===== config.mk =====
export PLATFORM = sky130hd
export DESIGN_NAME = auto_sense_mux_sequencer
export DESIGN_NICKNAME = d
export VERILOG_FILES = /design/src/core/amux_pkg.sv /design/src/core/auto_sense_mux_sequencer.sv /design/src/core/pwm_timebase.sv /design/src/core/axil_reg_port.sv
export SDC_FILE = /design/constraint.sdc
export NUM_CORES = 1
export LEC_CHECK = 0
export ABC_CLOCK_PERIOD_IN_PS = 4200
export BUFFER_PORTS_ARGS = -buffer_cell sky130_fd_sc_hd__buf_2
export CAP_MARGIN = 5
export CORE_MARGIN = 5
export CORE_UTILIZATION = 45
export DETAILED_ROUTE_END_ITERATION = 12
export PLACE_DENSITY = 0.65
export SLEW_MARGIN = 25
export SYNTH_ARGS = -nofsm -noshare
export SYNTH_HDL_FRONTEND = slang
export SYNTH_HIERARCHICAL = 1
export SYNTH_SLANG_ARGS = --single-unit

===== constraint.sdc =====
create_clock -name clk -period 4.2 [get_ports clk]
set_input_delay 0.84 -clock clk [delete_from_list [all_inputs] [get_ports clk]]
set_output_delay 0.84 -clock clk [all_outputs]
set_load 0.005 [all_outputs]

===== src/core/amux_pkg.sv =====
// constants for the automatic sense multiplexer sequencer
package amux_pkg;
	// pwm timing, counted in pwm clock ticks
	localparam logic [10:0] PWM_PERIOD      = 11'h400;
	localparam logic [9:0]  PWM_LAST        = 10'h3ff;
	localparam logic [9:0]  SYNC_SHORT      = 10'h008;
	localparam logic [9:0]  SYNC_LONG       = 10'h009;
	localparam logic [9:0]  PERM_GAP        = 10'h00b;
	localparam logic [9:0]  SYNC_DELAY_STEP = 10'h010;
	localparam logic [1:0]  DELAY_MAX       = 2'h3;
	localparam logic [1:0]  DELAY_MIN_NEXT  = 2'h1;
	localparam int          NUM_CH          = 4;

	// register byte offsets
	localparam logic [7:0] CTRL_OFS   = 8'h00;
	localparam logic [7:0] STATUS_OFS = 8'h04;
	localparam logic [7:0] CH0_OFS    = 8'h10;
	localparam logic [7:0] CH3_OFS    = 8'h1c;

	// control word fields
	localparam int CTRL_RUN_BIT  = 0;
	localparam int CTRL_EXT_BIT  = 1;
	localparam int CTRL_AUTO_BIT = 2;
	localparam int CTRL_SEL_LSB  = 4;
	localparam int CTRL_OLS_BIT  = 8;
	localparam int CTRL_LVL_BIT  = 9;

	// status word fields
	localparam int STAT_BYP_BIT  = 0;
	localparam int STAT_BUSY_BIT = 1;
	localparam int STAT_CH_LSB   = 2;
	localparam int STAT_SEL_LSB  = 4;
	localparam int STAT_SYNC_BIT = 8;
	localparam int STAT_ON_LSB   = 16;

	// channel word fields
	localparam int CH_DUTY_LSB  = 0;
	localparam int CH_PHASE_LSB = 16;
	localparam int CH_DELAY_LSB = 28;
	localparam logic [31:0] CH_MASK = 32'h33ff_07ff;

	// reset values; select field resets to sensing disabled
	localparam logic [2:0]  SEL_DISABLE = 3'h6;
	localparam logic [31:0] CH_RESET    = 32'h0000_0000;

	localparam logic [1:0] RESP_OKAY   = 2'h0;
	localparam logic [1:0] RESP_SLVERR = 2'h2;
endpackage


===== src/core/auto_sense_mux_sequencer.sv =====
// sense multiplexer sequencer with registers, sync pulse and bypass monitor
// How it works
// RULE1 - channel timing follows selected pwm clock
// RULE2 - clearing then setting run bit realigns pwm
// RULE3 - reference every 1024 ticks; sweep waits one
// RULE4 - sweep starts on channel 0
// RULE5 - advance channel one tick after sync falls
// RULE6 - sync lasts eight ticks for partial duty
// RULE7 - nine ticks when full, off or late
// RULE8 - permanent channels pulse 11 ticks after previous
// RULE9 - delay 11b then 00b postpones one period
// RULE10 - sweep runs once, then clears its bit
// RULE11 - writing sweep bit zero aborts sweep
// RULE12 - select writes ignored while sweep bit set
// RULE13 - off channel sync pulse floats the mux
// RULE14 - host orders phase shifts ascending from channel 0
// RULE15 - selected channel bypass compare reported
// RULE16 - level bit picks open-load source current
// RULE17 - host does select, enable, read, disable
// RULE18 - sync only while pwm runs, after delay
// RULE19 - outside sweep, select field routes sensing
// RULE20 - channels 0 to 3 ascending, end after 3
// RULE21 - sync low whenever no pulse runs
//
// Local design decisions: the placing of the registers and the AXI4-Lite slave port.
`timescale 1ns/10ps
module auto_sense_mux_sequencer #(
	parameter int ADDR_W  = 8,
	parameter int INT_DIV = 1
) (
	input  wire logic              clk,
	input  wire logic              rst,
	input  wire logic [ADDR_W-1:0] awaddr,
	input  wire logic              awvalid,
	output logic                   awready,
	input  wire logic [31:0]       wdata,
	input  wire logic [3:0]        wstrb,
	input  wire logic              wvalid,
	output logic                   wready,
	output logic [1:0]             bresp,
	output logic                   bvalid,
	input  wire logic              bready,
	input  wire logic [ADDR_W-1:0] araddr,
	input  wire logic              arvalid,
	output logic                   arready,
	output logic [31:0]            rdata,
	output logic [1:0]             rresp,
	output logic                   rvalid,
	input  wire logic              rready,
	input  wire logic              ext_pwm_clk,
	input  wire logic [3:0]        vds_low,
	output logic [3:0]             channel_on,
	output logic                   sense_sync_output,
	output logic [2:0]             sense_mux_sel,
	output logic                   sense_enable,
	output logic                   mux_hiz,
	output logic                   bypass_monitor_bit,
	output logic                   diag_bypass,
	output logic                   openload_source_enable,
	output logic                   source_level_bit,
	output logic                   pwm_run_bit
);
	typedef enum logic [2:0] {
		S_IDLE, S_GAP, S_WAIT_ACT, S_DELAY, S_PULSE, S_ADVANCE
	} seq_state_t;

	////////////////////////////////////////////////////////////////////////////////
	// field helpers

	function automatic logic [10:0] duty_of(input logic [31:0] w);
		duty_of = w[amux_pkg::CH_DUTY_LSB +: 11];
	endfunction

	function automatic logic [1:0] delay_of(input logic [31:0] w);
		delay_of = w[amux_pkg::CH_DELAY_LSB +: 2];
	endfunction

	function automatic logic perm_of(input logic [31:0] w);
		perm_of = (duty_of(w) == 11'h000) || (duty_of(w) >= amux_pkg::PWM_PERIOD);
	endfunction

	function automatic logic on_at(input logic [31:0] w, input logic [9:0] cnt);
		logic [9:0] ofs;
		ofs   = cnt - w[amux_pkg::CH_PHASE_LSB +: 10];
		on_at = {1'b0, ofs} < duty_of(w);
	endfunction

	function automatic logic [31:0] merge(input logic [31:0] old, input logic [31:0] nw,
			input logic [3:0] strb);
		merge = old;
		for (int b = 0; b < 4; b++) begin
			if (strb[b])
				merge[8*b +: 8] = nw[8*b +: 8];
		end
	endfunction

	////////////////////////////////////////////////////////////////////////////////
	// bus port and register map

	logic              wr_en;
	logic [ADDR_W-1:0] wr_addr;
	logic [31:0]       wr_data;
	logic [3:0]        wr_strb;
	logic [ADDR_W-1:0] rd_addr;
	logic [31:0]       rd_data;
	logic              wr_err;
	logic              rd_err;

	axil_reg_port #(.ADDR_W(ADDR_W)) bus (
		.clk     (clk),
		.rst     (rst),
		.awaddr  (awaddr),
		.awvalid (awvalid),
		.awready (awready),
		.wdata   (wdata),
		.wstrb   (wstrb),
		.wvalid  (wvalid),
		.wready  (wready),
		.bresp   (bresp),
		.bvalid  (bvalid),
		.bready  (bready),
		.araddr  (araddr),
		.arvalid (arvalid),
		.arready (arready),
		.rdata   (rdata),
		.rresp   (rresp),
		.rvalid  (rvalid),
		.rready  (rready),
		.wr_en   (wr_en),
		.wr_addr (wr_addr),
		.wr_data (wr_data),
		.wr_strb (wr_strb),
		.wr_err  (wr_err),
		.rd_addr (rd_addr),
		.rd_data (rd_data),
		.rd_err  (rd_err)
	);

	logic        use_ext;
	logic        auto_sweep_bit;
	logic [2:0]  sense_select_field;
	logic [31:0] ch_cfg [amux_pkg::NUM_CH];

	wire [7:0]  wa        = 8'(wr_addr);
	wire [7:0]  ra        = 8'(rd_addr);
	wire        wa_ctrl   = (wa == amux_pkg::CTRL_OFS);
	wire        wa_stat   = (wa == amux_pkg::STATUS_OFS);
	wire        wa_ch     = (wa >= amux_pkg::CH0_OFS) && (wa <= amux_pkg::CH3_OFS)
	                        && (wa[1:0] == 2'h0);
	wire [1:0]  wa_idx    = wa[3:2];
	wire        ra_ctrl   = (ra == amux_pkg::CTRL_OFS);
	wire        ra_stat   = (ra == amux_pkg::STATUS_OFS);
	wire        ra_ch     = (ra >= amux_pkg::CH0_OFS) && (ra <= amux_pkg::CH3_OFS)
	                        && (ra[1:0] == 2'h0);
	wire [1:0]  ra_idx    = ra[3:2];
	wire        ctrl_wr   = wr_en && wa_ctrl;

	logic [31:0] ctrl_word;
	logic [31:0] next_ctrl;
	logic [31:0] status_word;

	assign wr_err = !(wa_ctrl || wa_stat || wa_ch);
	assign rd_err = !(ra_ctrl || ra_stat || ra_ch);
	assign next_ctrl = merge(ctrl_word, wr_data, wr_strb);

	always_comb begin
		ctrl_word = 32'h0000_0000;
		ctrl_word[amux_pkg::CTRL_RUN_BIT] = pwm_run_bit;
		ctrl_word[amux_pkg::CTRL_EXT_BIT] = use_ext;
		ctrl_word[amux_pkg::CTRL_AUTO_BIT] = auto_sweep_bit;
		ctrl_word[amux_pkg::CTRL_SEL_LSB +: 3] = sense_select_field;
		ctrl_word[amux_pkg::CTRL_OLS_BIT] = openload_source_enable;
		ctrl_word[amux_pkg::CTRL_LVL_BIT] = source_level_bit;
	end

	assign rd_data = ra_ctrl ? ctrl_word :
	                 ra_stat ? status_word :
	                 ra_ch   ? ch_cfg[ra_idx] : 32'h0000_0000;

	////////////////////////////////////////////////////////////////////////////////
	// pwm time base and channel activation

	logic       tick;
	logic [9:0] count;
	logic       ref_point;
	logic [3:0] act_prev;
	logic [3:0] act_rise;
	logic [3:0] perm;

	pwm_timebase #(.INT_DIV(INT_DIV)) timebase (
		.clk         (clk),
		.rst         (rst),
		.run         (pwm_run_bit),
		.use_ext     (use_ext),
		.ext_pwm_clk (ext_pwm_clk),
		.tick        (tick),
		.count       (count),
		.ref_point   (ref_point)
	);

	always_comb begin
		for (int i = 0; i < amux_pkg::NUM_CH; i++) begin
			channel_on[i] = pwm_run_bit && on_at(ch_cfg[i], count); // [RULE1]
			perm[i]       = perm_of(ch_cfg[i]);
		end
	end

	assign act_rise = {4{tick}} & channel_on & ~act_prev;

	always_ff @(posedge clk) begin
		if (rst)
			act_prev <= 4'h0;
		else if (tick || !pwm_run_bit)
			act_prev <= channel_on;
	end

	////////////////////////////////////////////////////////////////////////////////
	// sweep sequencer

	seq_state_t state;
	logic [1:0] ch;
	logic [9:0] wait_cnt;
	logic       pulse_long;
	logic       postpone;
	logic       sync;

	wire       sweeping   = (state != S_IDLE);
	wire       stop_sweep = !auto_sweep_bit || !pwm_run_bit; // [RULE11]
	wire [1:0] ch_next    = ch + 2'h1;
	wire [9:0] delay_tk   = 10'({8'h00, delay_of(ch_cfg[ch])} * amux_pkg::SYNC_DELAY_STEP);
	wire       late       = pulse_long || !channel_on[ch]; // [RULE7]
	wire       sweep_done = tick && (state == S_ADVANCE) && (ch == 2'h3) && !stop_sweep;
	wire       skip_next  = (delay_of(ch_cfg[ch]) == amux_pkg::DELAY_MAX)
	                        && (delay_of(ch_cfg[ch_next]) < amux_pkg::DELAY_MIN_NEXT);

	always_ff @(posedge clk) begin
		if (rst) begin
			state      <= S_IDLE;
			ch         <= 2'h0;
			wait_cnt   <= 10'h000;
			pulse_long <= 1'b0;
			postpone   <= 1'b0;
			sync       <= 1'b0;
		end else if (sweeping && stop_sweep) begin
			state <= S_IDLE; // [RULE11]
			sync  <= 1'b0; // [RULE21]
			ch    <= 2'h0;
		end else if (tick) begin
			unique case (state)
				S_IDLE: if (auto_sweep_bit && ref_point) begin // [RULE3]
					ch       <= 2'h0; // [RULE4]
					postpone <= 1'b0;
					wait_cnt <= amux_pkg::PERM_GAP - 10'h001;
					state    <= perm[0] ? S_GAP : S_WAIT_ACT;
				end
				S_GAP: if (wait_cnt == 10'h000) begin
					state      <= S_PULSE; // [RULE8]
					sync       <= 1'b1;
					pulse_long <= 1'b1;
					wait_cnt   <= amux_pkg::SYNC_LONG - 10'h001;
				end else begin
					wait_cnt <= wait_cnt - 10'h001;
				end
				S_WAIT_ACT: if (postpone) begin
					if (ref_point)
						postpone <= 1'b0; // [RULE9]
				end else if (act_rise[ch]) begin
					pulse_long <= 1'b0;
					if (delay_tk == 10'h000) begin
						state    <= S_PULSE; // [RULE18]
						sync     <= 1'b1;
						wait_cnt <= amux_pkg::SYNC_SHORT - 10'h001;
					end else begin
						state    <= S_DELAY;
						wait_cnt <= delay_tk - 10'h001;
					end
				end
				S_DELAY: begin
					pulse_long <= late;
					if (wait_cnt == 10'h000) begin
						state    <= S_PULSE; // [RULE18]
						sync     <= 1'b1;
						wait_cnt <= late ? amux_pkg::SYNC_LONG - 10'h001
						                 : amux_pkg::SYNC_SHORT - 10'h001; // [RULE6] [RULE7]
					end else begin
						wait_cnt <= wait_cnt - 10'h001;
					end
				end
				S_PULSE: if (wait_cnt == 10'h000) begin
					sync  <= 1'b0;
					state <= S_ADVANCE;
				end else begin
					wait_cnt <= wait_cnt - 10'h001;
				end
				S_ADVANCE: if (ch == 2'h3) begin
					state <= S_IDLE; // [RULE20]
				end else begin
					ch       <= ch_next; // [RULE5] [RULE20]
					postpone <= skip_next; // [RULE9]
					wait_cnt <= amux_pkg::PERM_GAP - 10'h002;
					state    <= perm[ch_next] ? S_GAP : S_WAIT_ACT;
				end
			endcase
		end
	end

	////////////////////////////////////////////////////////////////////////////////
	// control registers

	always_ff @(posedge clk) begin
		if (rst) begin
			pwm_run_bit            <= 1'b0;
			use_ext                <= 1'b0;
			auto_sweep_bit         <= 1'b0;
			sense_select_field     <= amux_pkg::SEL_DISABLE;
			openload_source_enable <= 1'b0;
			source_level_bit       <= 1'b0;
		end else begin
			if (ctrl_wr) begin
				pwm_run_bit            <= next_ctrl[amux_pkg::CTRL_RUN_BIT]; // [RULE2]
				use_ext                <= next_ctrl[amux_pkg::CTRL_EXT_BIT]; // [RULE1]
				openload_source_enable <= next_ctrl[amux_pkg::CTRL_OLS_BIT];
				source_level_bit       <= next_ctrl[amux_pkg::CTRL_LVL_BIT]; // [RULE16]
				if (!auto_sweep_bit)
					sense_select_field <= next_ctrl[amux_pkg::CTRL_SEL_LSB +: 3]; // [RULE12]
			end
			// a host write in the finishing cycle wins over the self-clear
			if (ctrl_wr)
				auto_sweep_bit <= next_ctrl[amux_pkg::CTRL_AUTO_BIT]; // [RULE11]
			else if (sweep_done)
				auto_sweep_bit <= 1'b0; // [RULE10]
		end
	end

	always_ff @(posedge clk) begin
		if (rst) begin
			for (int i = 0; i < amux_pkg::NUM_CH; i++)
				ch_cfg[i] <= amux_pkg::CH_RESET;
		end else if (wr_en && wa_ch) begin
			ch_cfg[wa_idx] <= merge(ch_cfg[wa_idx], wr_data, wr_strb) & amux_pkg::CH_MASK;
		end
	end

	////////////////////////////////////////////////////////////////////////////////
	// multiplexer, sync and bypass outputs

	wire [2:0] next_sel  = sweeping ? {1'b0, ch} : sense_select_field; // [RULE19]
	wire       sel_valid = !next_sel[2];
	wire       next_hiz  = sweeping && sync && (duty_of(ch_cfg[ch]) == 11'h000); // [RULE13]

	assign sense_sync_output = sync && sweeping && pwm_run_bit && auto_sweep_bit; // [RULE18]
	assign sense_mux_sel     = next_sel;
	assign mux_hiz           = next_hiz;
	assign sense_enable      = sel_valid && !next_hiz; // [RULE19]
	assign diag_bypass       = bypass_monitor_bit;

	always_ff @(posedge clk) begin
		if (rst)
			bypass_monitor_bit <= 1'b0;
		else
			bypass_monitor_bit <= sel_valid && vds_low[next_sel[1:0]]; // [RULE15]
	end

	always_comb begin
		status_word = 32'h0000_0000;
		status_word[amux_pkg::STAT_BYP_BIT] = bypass_monitor_bit;
		status_word[amux_pkg::STAT_BUSY_BIT] = sweeping;
		status_word[amux_pkg::STAT_CH_LSB +: 2] = ch;
		status_word[amux_pkg::STAT_SEL_LSB +: 3] = next_sel;
		status_word[amux_pkg::STAT_SYNC_BIT] = sense_sync_output;
		status_word[amux_pkg::STAT_ON_LSB +: 4] = channel_on;
	end

	////////////////////////////////////////////////////////////////////////////////
	// checks

	logic [3:0] pulse_ticks;

	always_ff @(posedge clk) begin
		if (rst || !sync)
			pulse_ticks <= 4'h0;
		else if (tick)
			pulse_ticks <= pulse_ticks + 4'h1;
	end

	sync_len_a: assert property (@(posedge clk) disable iff (rst) // [RULE6] [RULE7]
		$fell(sync) && state == S_ADVANCE |-> pulse_ticks == (pulse_long ? 4'h9 : 4'h8))
		else $error("sync pulse length wrong");

	sync_idle_a: assert property (@(posedge clk) disable iff (rst) // [RULE21]
		!sweeping |-> !sense_sync_output)
		else $error("sync high while sweep idle");

	sync_run_a: assert property (@(posedge clk) disable iff (rst) // [RULE18]
		sense_sync_output |-> pwm_run_bit && auto_sweep_bit)
		else $error("sync high without pwm run");

	sweep_start_a: assert property (@(posedge clk) disable iff (rst) // [RULE3] [RULE4]
		$rose(sweeping) |-> $past(ref_point) && ch == 2'h0 && sense_mux_sel == 3'h0)
		else $error("sweep started wrongly");

	chan_advance_a: assert property (@(posedge clk) disable iff (rst) // [RULE5]
		state == S_ADVANCE && tick && ch != 2'h3 && !stop_sweep |=> ch == $past(ch) + 2'h1)
		else $error("channel did not advance");

	sweep_clear_a: assert property (@(posedge clk) disable iff (rst) // [RULE10]
		sweep_done && !ctrl_wr |=> !auto_sweep_bit ##1 !sweeping)
		else $error("sweep bit not cleared");

	select_lock_a: assert property (@(posedge clk) disable iff (rst) // [RULE12]
		auto_sweep_bit |=> $stable(sense_select_field))
		else $error("select changed during sweep");

	hiz_off_a: assert property (@(posedge clk) disable iff (rst) // [RULE13]
		mux_hiz |-> sync && duty_of(ch_cfg[ch]) == 11'h000 && !sense_enable)
		else $error("mux floated outside off-channel pulse");

	bypass_sel_a: assert property (@(posedge clk) disable iff (rst) // [RULE15]
		sel_valid |=> bypass_monitor_bit == $past(vds_low[next_sel[1:0]]))
		else $error("bypass bit not from selected channel");

	abort_a: assert property (@(posedge clk) disable iff (rst) // [RULE11]
		sweeping && !auto_sweep_bit |=> !sweeping && !sense_sync_output)
		else $error("sweep not aborted");
endmodule


===== src/core/pwm_timebase.sv =====
// pwm tick source and 1024-tick reference counter
`timescale 1ns/10ps
module pwm_timebase #(
	parameter int INT_DIV = 1
) (
	input  wire logic       clk,
	input  wire logic       rst,
	input  wire logic       run,
	input  wire logic       use_ext,
	input  wire logic       ext_pwm_clk,
	output logic            tick,
	output logic [9:0]      count,
	output logic            ref_point
);
	logic        ext_prev;
	logic [15:0] div_cnt;
	wire         ext_edge = ext_pwm_clk && !ext_prev;
	wire         int_tick = (div_cnt == 16'(INT_DIV - 1));

	assign tick      = run && (use_ext ? ext_edge : int_tick); // [RULE1]
	assign ref_point = tick && (count == amux_pkg::PWM_LAST); // [RULE3]

	always_ff @(posedge clk) begin
		if (rst) begin
			ext_prev <= 1'b0;
			div_cnt  <= 16'h0000;
			count    <= 10'h000;
		end else begin
			ext_prev <= ext_pwm_clk;
			div_cnt  <= (int_tick || !run) ? 16'h0000 : div_cnt + 16'h0001;
			// dropping run realigns the period to the host
			if (!run)
				count <= 10'h000; // [RULE2]
			else if (tick)
				count <= count + 10'h001;
		end
	end

	ref_wrap_a: assert property (@(posedge clk) disable iff (rst) // [RULE3]
		ref_point |=> count == 10'h000)
		else $error("count did not wrap after reference point");
endmodule


===== src/core/axil_reg_port.sv =====
// axi4-lite slave front end with single-cycle register strobes
`timescale 1ns/10ps
module axil_reg_port #(
	parameter int ADDR_W = 8
) (
	input  wire logic              clk,
	input  wire logic              rst,
	input  wire logic [ADDR_W-1:0] awaddr,
	input  wire logic              awvalid,
	output logic                   awready,
	input  wire logic [31:0]       wdata,
	input  wire logic [3:0]        wstrb,
	input  wire logic              wvalid,
	output logic                   wready,
	output logic [1:0]             bresp,
	output logic                   bvalid,
	input  wire logic              bready,
	input  wire logic [ADDR_W-1:0] araddr,
	input  wire logic              arvalid,
	output logic                   arready,
	output logic [31:0]            rdata,
	output logic [1:0]             rresp,
	output logic                   rvalid,
	input  wire logic              rready,
	output logic                   wr_en,
	output logic [ADDR_W-1:0]      wr_addr,
	output logic [31:0]            wr_data,
	output logic [3:0]             wr_strb,
	input  wire logic              wr_err,
	output logic [ADDR_W-1:0]      rd_addr,
	input  wire logic [31:0]       rd_data,
	input  wire logic              rd_err
);
	logic aw_held;
	logic w_held;

	assign awready = !aw_held;
	assign wready  = !w_held;
	assign arready = !rvalid;
	assign wr_en   = aw_held && w_held && !bvalid;
	assign rd_addr = araddr;

	always_ff @(posedge clk) begin
		if (rst) begin
			aw_held <= 1'b0;
			w_held  <= 1'b0;
			bvalid  <= 1'b0;
			bresp   <= amux_pkg::RESP_OKAY;
			wr_addr <= '0;
			wr_data <= 32'h0000_0000;
			wr_strb <= 4'h0;
		end else begin
			if (awvalid && awready) begin
				aw_held <= 1'b1;
				wr_addr <= awaddr;
			end
			if (wvalid && wready) begin
				w_held  <= 1'b1;
				wr_data <= wdata;
				wr_strb <= wstrb;
			end
			if (wr_en) begin
				aw_held <= 1'b0;
				w_held  <= 1'b0;
				bvalid  <= 1'b1;
				bresp   <= wr_err ? amux_pkg::RESP_SLVERR : amux_pkg::RESP_OKAY;
			end else if (bready) begin
				bvalid <= 1'b0;
			end
		end
	end

	always_ff @(posedge clk) begin
		if (rst) begin
			rvalid <= 1'b0;
			rdata  <= 32'h0000_0000;
			rresp  <= amux_pkg::RESP_OKAY;
		end else if (arvalid && arready) begin
			rvalid <= 1'b1;
			rdata  <= rd_data;
			rresp  <= rd_err ? amux_pkg::RESP_SLVERR : amux_pkg::RESP_OKAY;
		end else if (rready) begin
			rvalid <= 1'b0;
		end
	end
endmodule


# Yosys cells after proc, flatten, opt, wreduce, memory -nomap -nowiden
# Memories as Yosys holds them, arrays and structs flattened. A register that Yosys moved wholly into a read port is not among the register bits.
# Index checks and enable logic that the tools add are counted.
[op_classes]
n_addsub = 9
n_mul = 0
div = 0
order_cmp = 16
eq_ne = 24
shift = 0
muxes = 81
bitwise_logic = 6
n_reduce_logical = 94
[op_table]
columns = ["cell", "n"]
rows = [
  ["32-bit two-way mux", 3],
  ["10-bit two-way mux", 8],
  ["10-bit case mux with 6 select lines", 1],
  ["11-bit logical NOT", 5],
  ["8-bit two-way mux", 6],
  ["11-bit greater-or-equal comparator (second input constant)", 4],
  ["10-bit by 11-bit less-than comparator with 1-bit output", 4],
  ["10-bit subtractor", 4],
  ["3-bit two-way mux", 11],
  ["1-bit logical AND", 30],
  ["1-bit two-way mux", 27],
  ["23-bit two-way mux", 1],
  ["23-bit OR reduction", 1],
  ["10-bit logical NOT", 2],
  ["2-bit two-way mux", 10],
  ["6-bit two-way mux", 3],
  ["16-bit by 1-bit adder with 16-bit output (second input constant)", 1],
  ["8-bit by 3-bit == test with 1-bit output (second input constant)", 2],
  ["8-bit by 5-bit greater-or-equal comparator with 1-bit output (second input constant)", 2],
  ["8-bit by 5-bit less-or-equal comparator with 1-bit output (second input constant)", 2],
  ["16-bit logical NOT", 1],
  ["8-bit logical NOT", 2],
  ["2-bit inequality test (second input constant)", 8],
  ["3-bit case mux with 5 select lines", 1],
  ["33 further kinds", 91],
]
[word_totals]
register_bits = 140
latch_bits = 0
mem_bits_rw = 92
rom_bits = 0
inputBits = 64
memories = 1
[mem_list]
columns = ["memory", "depth", "width", "read_ports", "rd_clocked_by_memory_dff", "wr", "line", "source"]
rows = [
  ["ch_cfg", 4, 23, 7, 1, 4, "auto_sense_mux_sequencer.sv:142", "logic [31:0] ch_cfg [amux_pkg::NUM_CH];"],
]

# Logic depth before layout (Yosys ltp)
[depth]
depth_word = 11
mapped_depth = 20
mapped_depth_nobuf = 19

# Hierarchy
# Netlist, hierarchy kept.
[by_module_without_submodules]
columns = ["mod", "n_inst", "cells_per_inst", "area_each_um2"]
rows = [
  ["auto_sense_mux_sequencer", 1, 994, 9223.8],
  ["axil_reg_port", 1, 363, 2966.6],
  ["pwm_timebase", 1, 159, 1392.6],
]

# Worst setup path before layout
# Ideal clock, no wire load.
[synth_timing]
path_type = "reg-to-reg"
startpoint = "register timebase.count[1]"
endpoint = "register sync"
setup_ns = 0.101
t_arrival_ns = 3.569
path_slack_ns = 0.530
path_stages_with_launch = 20
period_less_slack_ns = 3.670
cell_sequence = "dfxtp_1 > inv_1 > fa_1 > nor2b_1 > o21ai_0 > nand2b_1 > a21o_1 > a21oi_1 > o21ai_0 > xor2_1 > ha_1 > nand2_1 > nor2_1 > a31oi_1 > o31ai_1 > nor4b_1 > or2_1 > buf_2 > nand4_1 > o41ai_1"
[synth_via]
elab_chain_cells = 9
elab_cells_between_ends = 18
classes_between = "add/sub: 4; order compare: 4; eq/ne: 1; mux: 2; bitwise: 2; reduce/logical: 5"
[synth_lines]
columns = ["item", "line", "source"]
rows = [
  ["start, declared", "pwm_timebase.sv:12", "output logic [9:0] count,"],
  ["start signal, assigned", "pwm_timebase.sv:35", "count <= count + 10'h001;"],
  ["10-bit subtractor", "auto_sense_mux_sequencer.sv:84", "ofs = cnt - w[amux_pkg::CH_PHASE_LSB +: 10];"],
  ["10-bit by 11-bit less-than comparator with 1-bit output", "auto_sense_mux_sequencer.sv:85", "on_at = {1'b0, ofs} < duty_of(w);"],
  ["1-bit logical AND", "auto_sense_mux_sequencer.sv:203", "channel_on[i] = pwm_run_bit && on_at(ch_cfg[i], count);"],
  ["4-bit bitwise AND * (2 in series)", "auto_sense_mux_sequencer.sv:208", "assign act_rise = {4{tick}} & channel_on & ~act_prev;"],
  ["1-bit binary-select mux with 2-bit select *", "auto_sense_mux_sequencer.sv:267", "end else if (act_rise[ch]) begin"],
  ["1-bit two-way mux (not written as such) *", "auto_sense_mux_sequencer.sv:267", ""],
  ["2-bit inequality test (no line) *", "-", ""],
  ["7-bit AND reduction (no line) *", "-", ""],
  ["end signal, assigned", "auto_sense_mux_sequencer.sv:271", "sync <= 1'b1;"],
  ["end signal, assigned", "auto_sense_mux_sequencer.sv:282", "sync <= 1'b1;"],
  ["end signal, assigned", "auto_sense_mux_sequencer.sv:290", "sync <= 1'b0;"],
  ["end, declared", "auto_sense_mux_sequencer.sv:225", "logic sync;"],
]
# Every way passes the cells marked *; elsewhere a longest branch is shown, timed or not. The select of a mux whose other input is x is not followed.
# A chain may end at the register's enable or synchronous reset.

# Worst setup path in the final report
[layout_timing]
startpoint = "register timebase.count[1]"
endpoint = "output channel_on[3]"
[layout_via]
elab_chain_cells = 3
[layout_lines]
columns = ["item", "line", "source"]
rows = [
  ["10-bit subtractor", "auto_sense_mux_sequencer.sv:84", ""],
  ["10-bit by 11-bit less-than comparator with 1-bit output", "auto_sense_mux_sequencer.sv:85", ""],
  ["1-bit logical AND", "auto_sense_mux_sequencer.sv:203", ""],
  ["end, declared", "auto_sense_mux_sequencer.sv:52", "output logic [3:0] channel_on,"],
]
# No other way between the ends.

==> impl_metrics.env <==
export IMPL_rsz0062_at_grt="yes"
export IMPL_path_clk_slew_ps=60
export IMPL_finalCritPeriodShare_pct=108
export IMPL_wirelength_mm=37.4
export IMPL_fin_crit_ps=4540
export IMPL_whs_ps=449
export IMPL_p_total_uw=4860
export IMPL_dieHeight_um=182
export IMPL_cts_tree="yes"
export IMPL_grt_overflow_total=0
export IMPL_timing_setup_critical_path_class="reg -> out"
export IMPL_drcViolationCount=0
export IMPL_tightest_slew_ps=944
export IMPL_via_per_inst=5.46
export IMPL_p_leak_uw=0.00653
export IMPL_final_cell_mix="211 x nand2_1, 132 x dfxtp_1, 124 x a21oi_1"
export IMPL_maxCapViolations=0
export IMPL_fin_setup_tns_ps=-1230
export IMPL_placement_rows=63
export IMPL_htreeDepth=1
export IMPL_dp_slack_ps=-40.0
export IMPL_drt_pass1_iter_count=5
export IMPL_worst_setup_path_start_kind="flip-flop"
export IMPL_die_w_um=182
export IMPL_placed_cells=1954
export IMPL_clkSinkCount=225
export IMPL_final_cell_count_no_fill=2045
export IMPL_synth_area_per_cell_um2=8.98
export IMPL_fillers=2705
export IMPL_wl_per_cell_um=18.3
export IMPL_via_count=11167
export IMPL_root_buffer="clkbuf_16"
export IMPL_syn_cell_area_um2=13300
export IMPL_final_common_cell="nand2_1"
export IMPL_max_slew_margin_pct=36.8
export IMPL_ant_nets=0
export IMPL_grt_pass1_vias=10781
export IMPL_yosysWarnings=6
export IMPL_die_area_um2=33100
export IMPL_status="complete, but fails checks"
export IMPL_grt_pass1_wl_mm=58.3
export IMPL_num_io_pins=120
export IMPL_setup_ws_ps=-336
export IMPL_core_um2=29400
export IMPL_cp_required_ps=3360
export IMPL_fmax_mhz=220
export IMPL_cts_buffer_depth=3
export IMPL_setup_viol=4
export IMPL_antennaDiodeCount=0
export IMPL_clock_latency_ps=530
export IMPL_cp_max_fo=5
export IMPL_hold_violations=0
export IMPL_skew_ps=13.4
export IMPL_grt_max_degree=62
export IMPL_grt_util_all_layers_pct=22.0
export IMPL_start_util_pct=45.2
export IMPL_gp_congestion=0.985
export IMPL_cp_arrival_ps=3700
export IMPL_nNetsFinal=1781
export IMPL_power_density_nw_per_um2=308
export IMPL_final_max_slew_viol_count=0
export IMPL_drive_gt1_share_pct=21.3
export IMPL_area_growth_syn_to_layout_pct=18.8
export IMPL_synthCells=1480
export IMPL_antenna_found_initial=1
export IMPL_first_iter_violations=798
export IMPL_hpwl_mm=28.5
export IMPL_end_kind="output port"
export IMPL_ir_drop_uv=317
export IMPL_failed_checks="negative setup slack"
export IMPL_port_buffers=108
export IMPL_numCtsBuffers=25
export IMPL_hold_class="reg -> reg"
-- final timing paths --
path | slack, ps | cells past startpoint | from | endpoint
worst min register to register | 450 | 2 | bus/rdata[26] | bus/rdata[26]
worst max register to register | 70 | 23 | timebase/count[1] | wait_cnt[0]
worst min-delay path | 450 | 2 | bus/rdata[26] | bus/rdata[26]
worst max-delay path | -340 | 19 | timebase/count[1] | channel_on[3]
-- area by class of cell --
cell class                      instances  area [µm²]  area share, %
Clock buffer                           31         648           4.11
Clock inverter                         15         103          0.650
Inverter                              119         450           2.85
Multi-Input combinational cell       1070        7410           47.0
Sequential cell                       225        5430           34.4
Tap cell                              390         488           3.09
Timing Repair Buffer                  195        1260           7.96
-- flip-flops by register name, summed over array words and instances, names as in the netlist, 3 cells and up, named ones only --
name                count
timebase/count         10
state                   3
wait_cnt               10
timebase/div_cnt       16
act_prev                4
bus/rdata              32
ch_cfg                 92
bus/wr_strb             4
bus/wr_data            23
sense_select_field      3
bus/wr_addr             8
-- metrics by stage --
step | cell area (µm²) | util [%]
6_report | 15800 | 53.7
2_1_floorplan | 13300 | -
3_3_place_gp | 14300 | 48.6
4_1_cts | 15500 | 52.6
5_1_grt | 15800 | 53.7
3_5_place_dp | 14300 | 48.6
-- metal layers --
metal  track usage, %  routed length [µm]  part of all wire, %
met5                0                   7                0.019
met4             7.93                1470                  3.9
met3             3.51                2460                  6.6
met2             33.9               16200                   43
met1             31.3               17300                   46
-- repair_timing --
item / CTS / global route
buffers inserted: 36 / 14
pin swaps: 43 / 66
hold buffers: 0 / 0
cloned: 0 / 1
resized for setup: 42 / 60
endpoints found under the hold margin: 0 / 0
setup endpoints to repair: 7 / 19
-- worst max-delay path: stages, from the launching register on --
cell	delay [ps]
dfxtp_2	340
buf_12	120
clkinvlp_4	160
buf_6	170
fa_2	380
nor2b_1	160
o21ai_1	80
nand2b_1	90
a21o_1	140
a21oi_2	60
o21ai_1	140
buf_4	140
xor2_1	170
ha_1	270
nand2_2	100
nor2_1	50
a31oi_2	230
o31ai_4	140
inv_2	100
buf_6	100
-- power breakdown --
group          internal [µW]  switching (µW)
registers               2330            64.8
logic                    188             260
clock network           1160             861
total                   3680            1190
No activity file was read; power rests on OpenSTA's default activity.
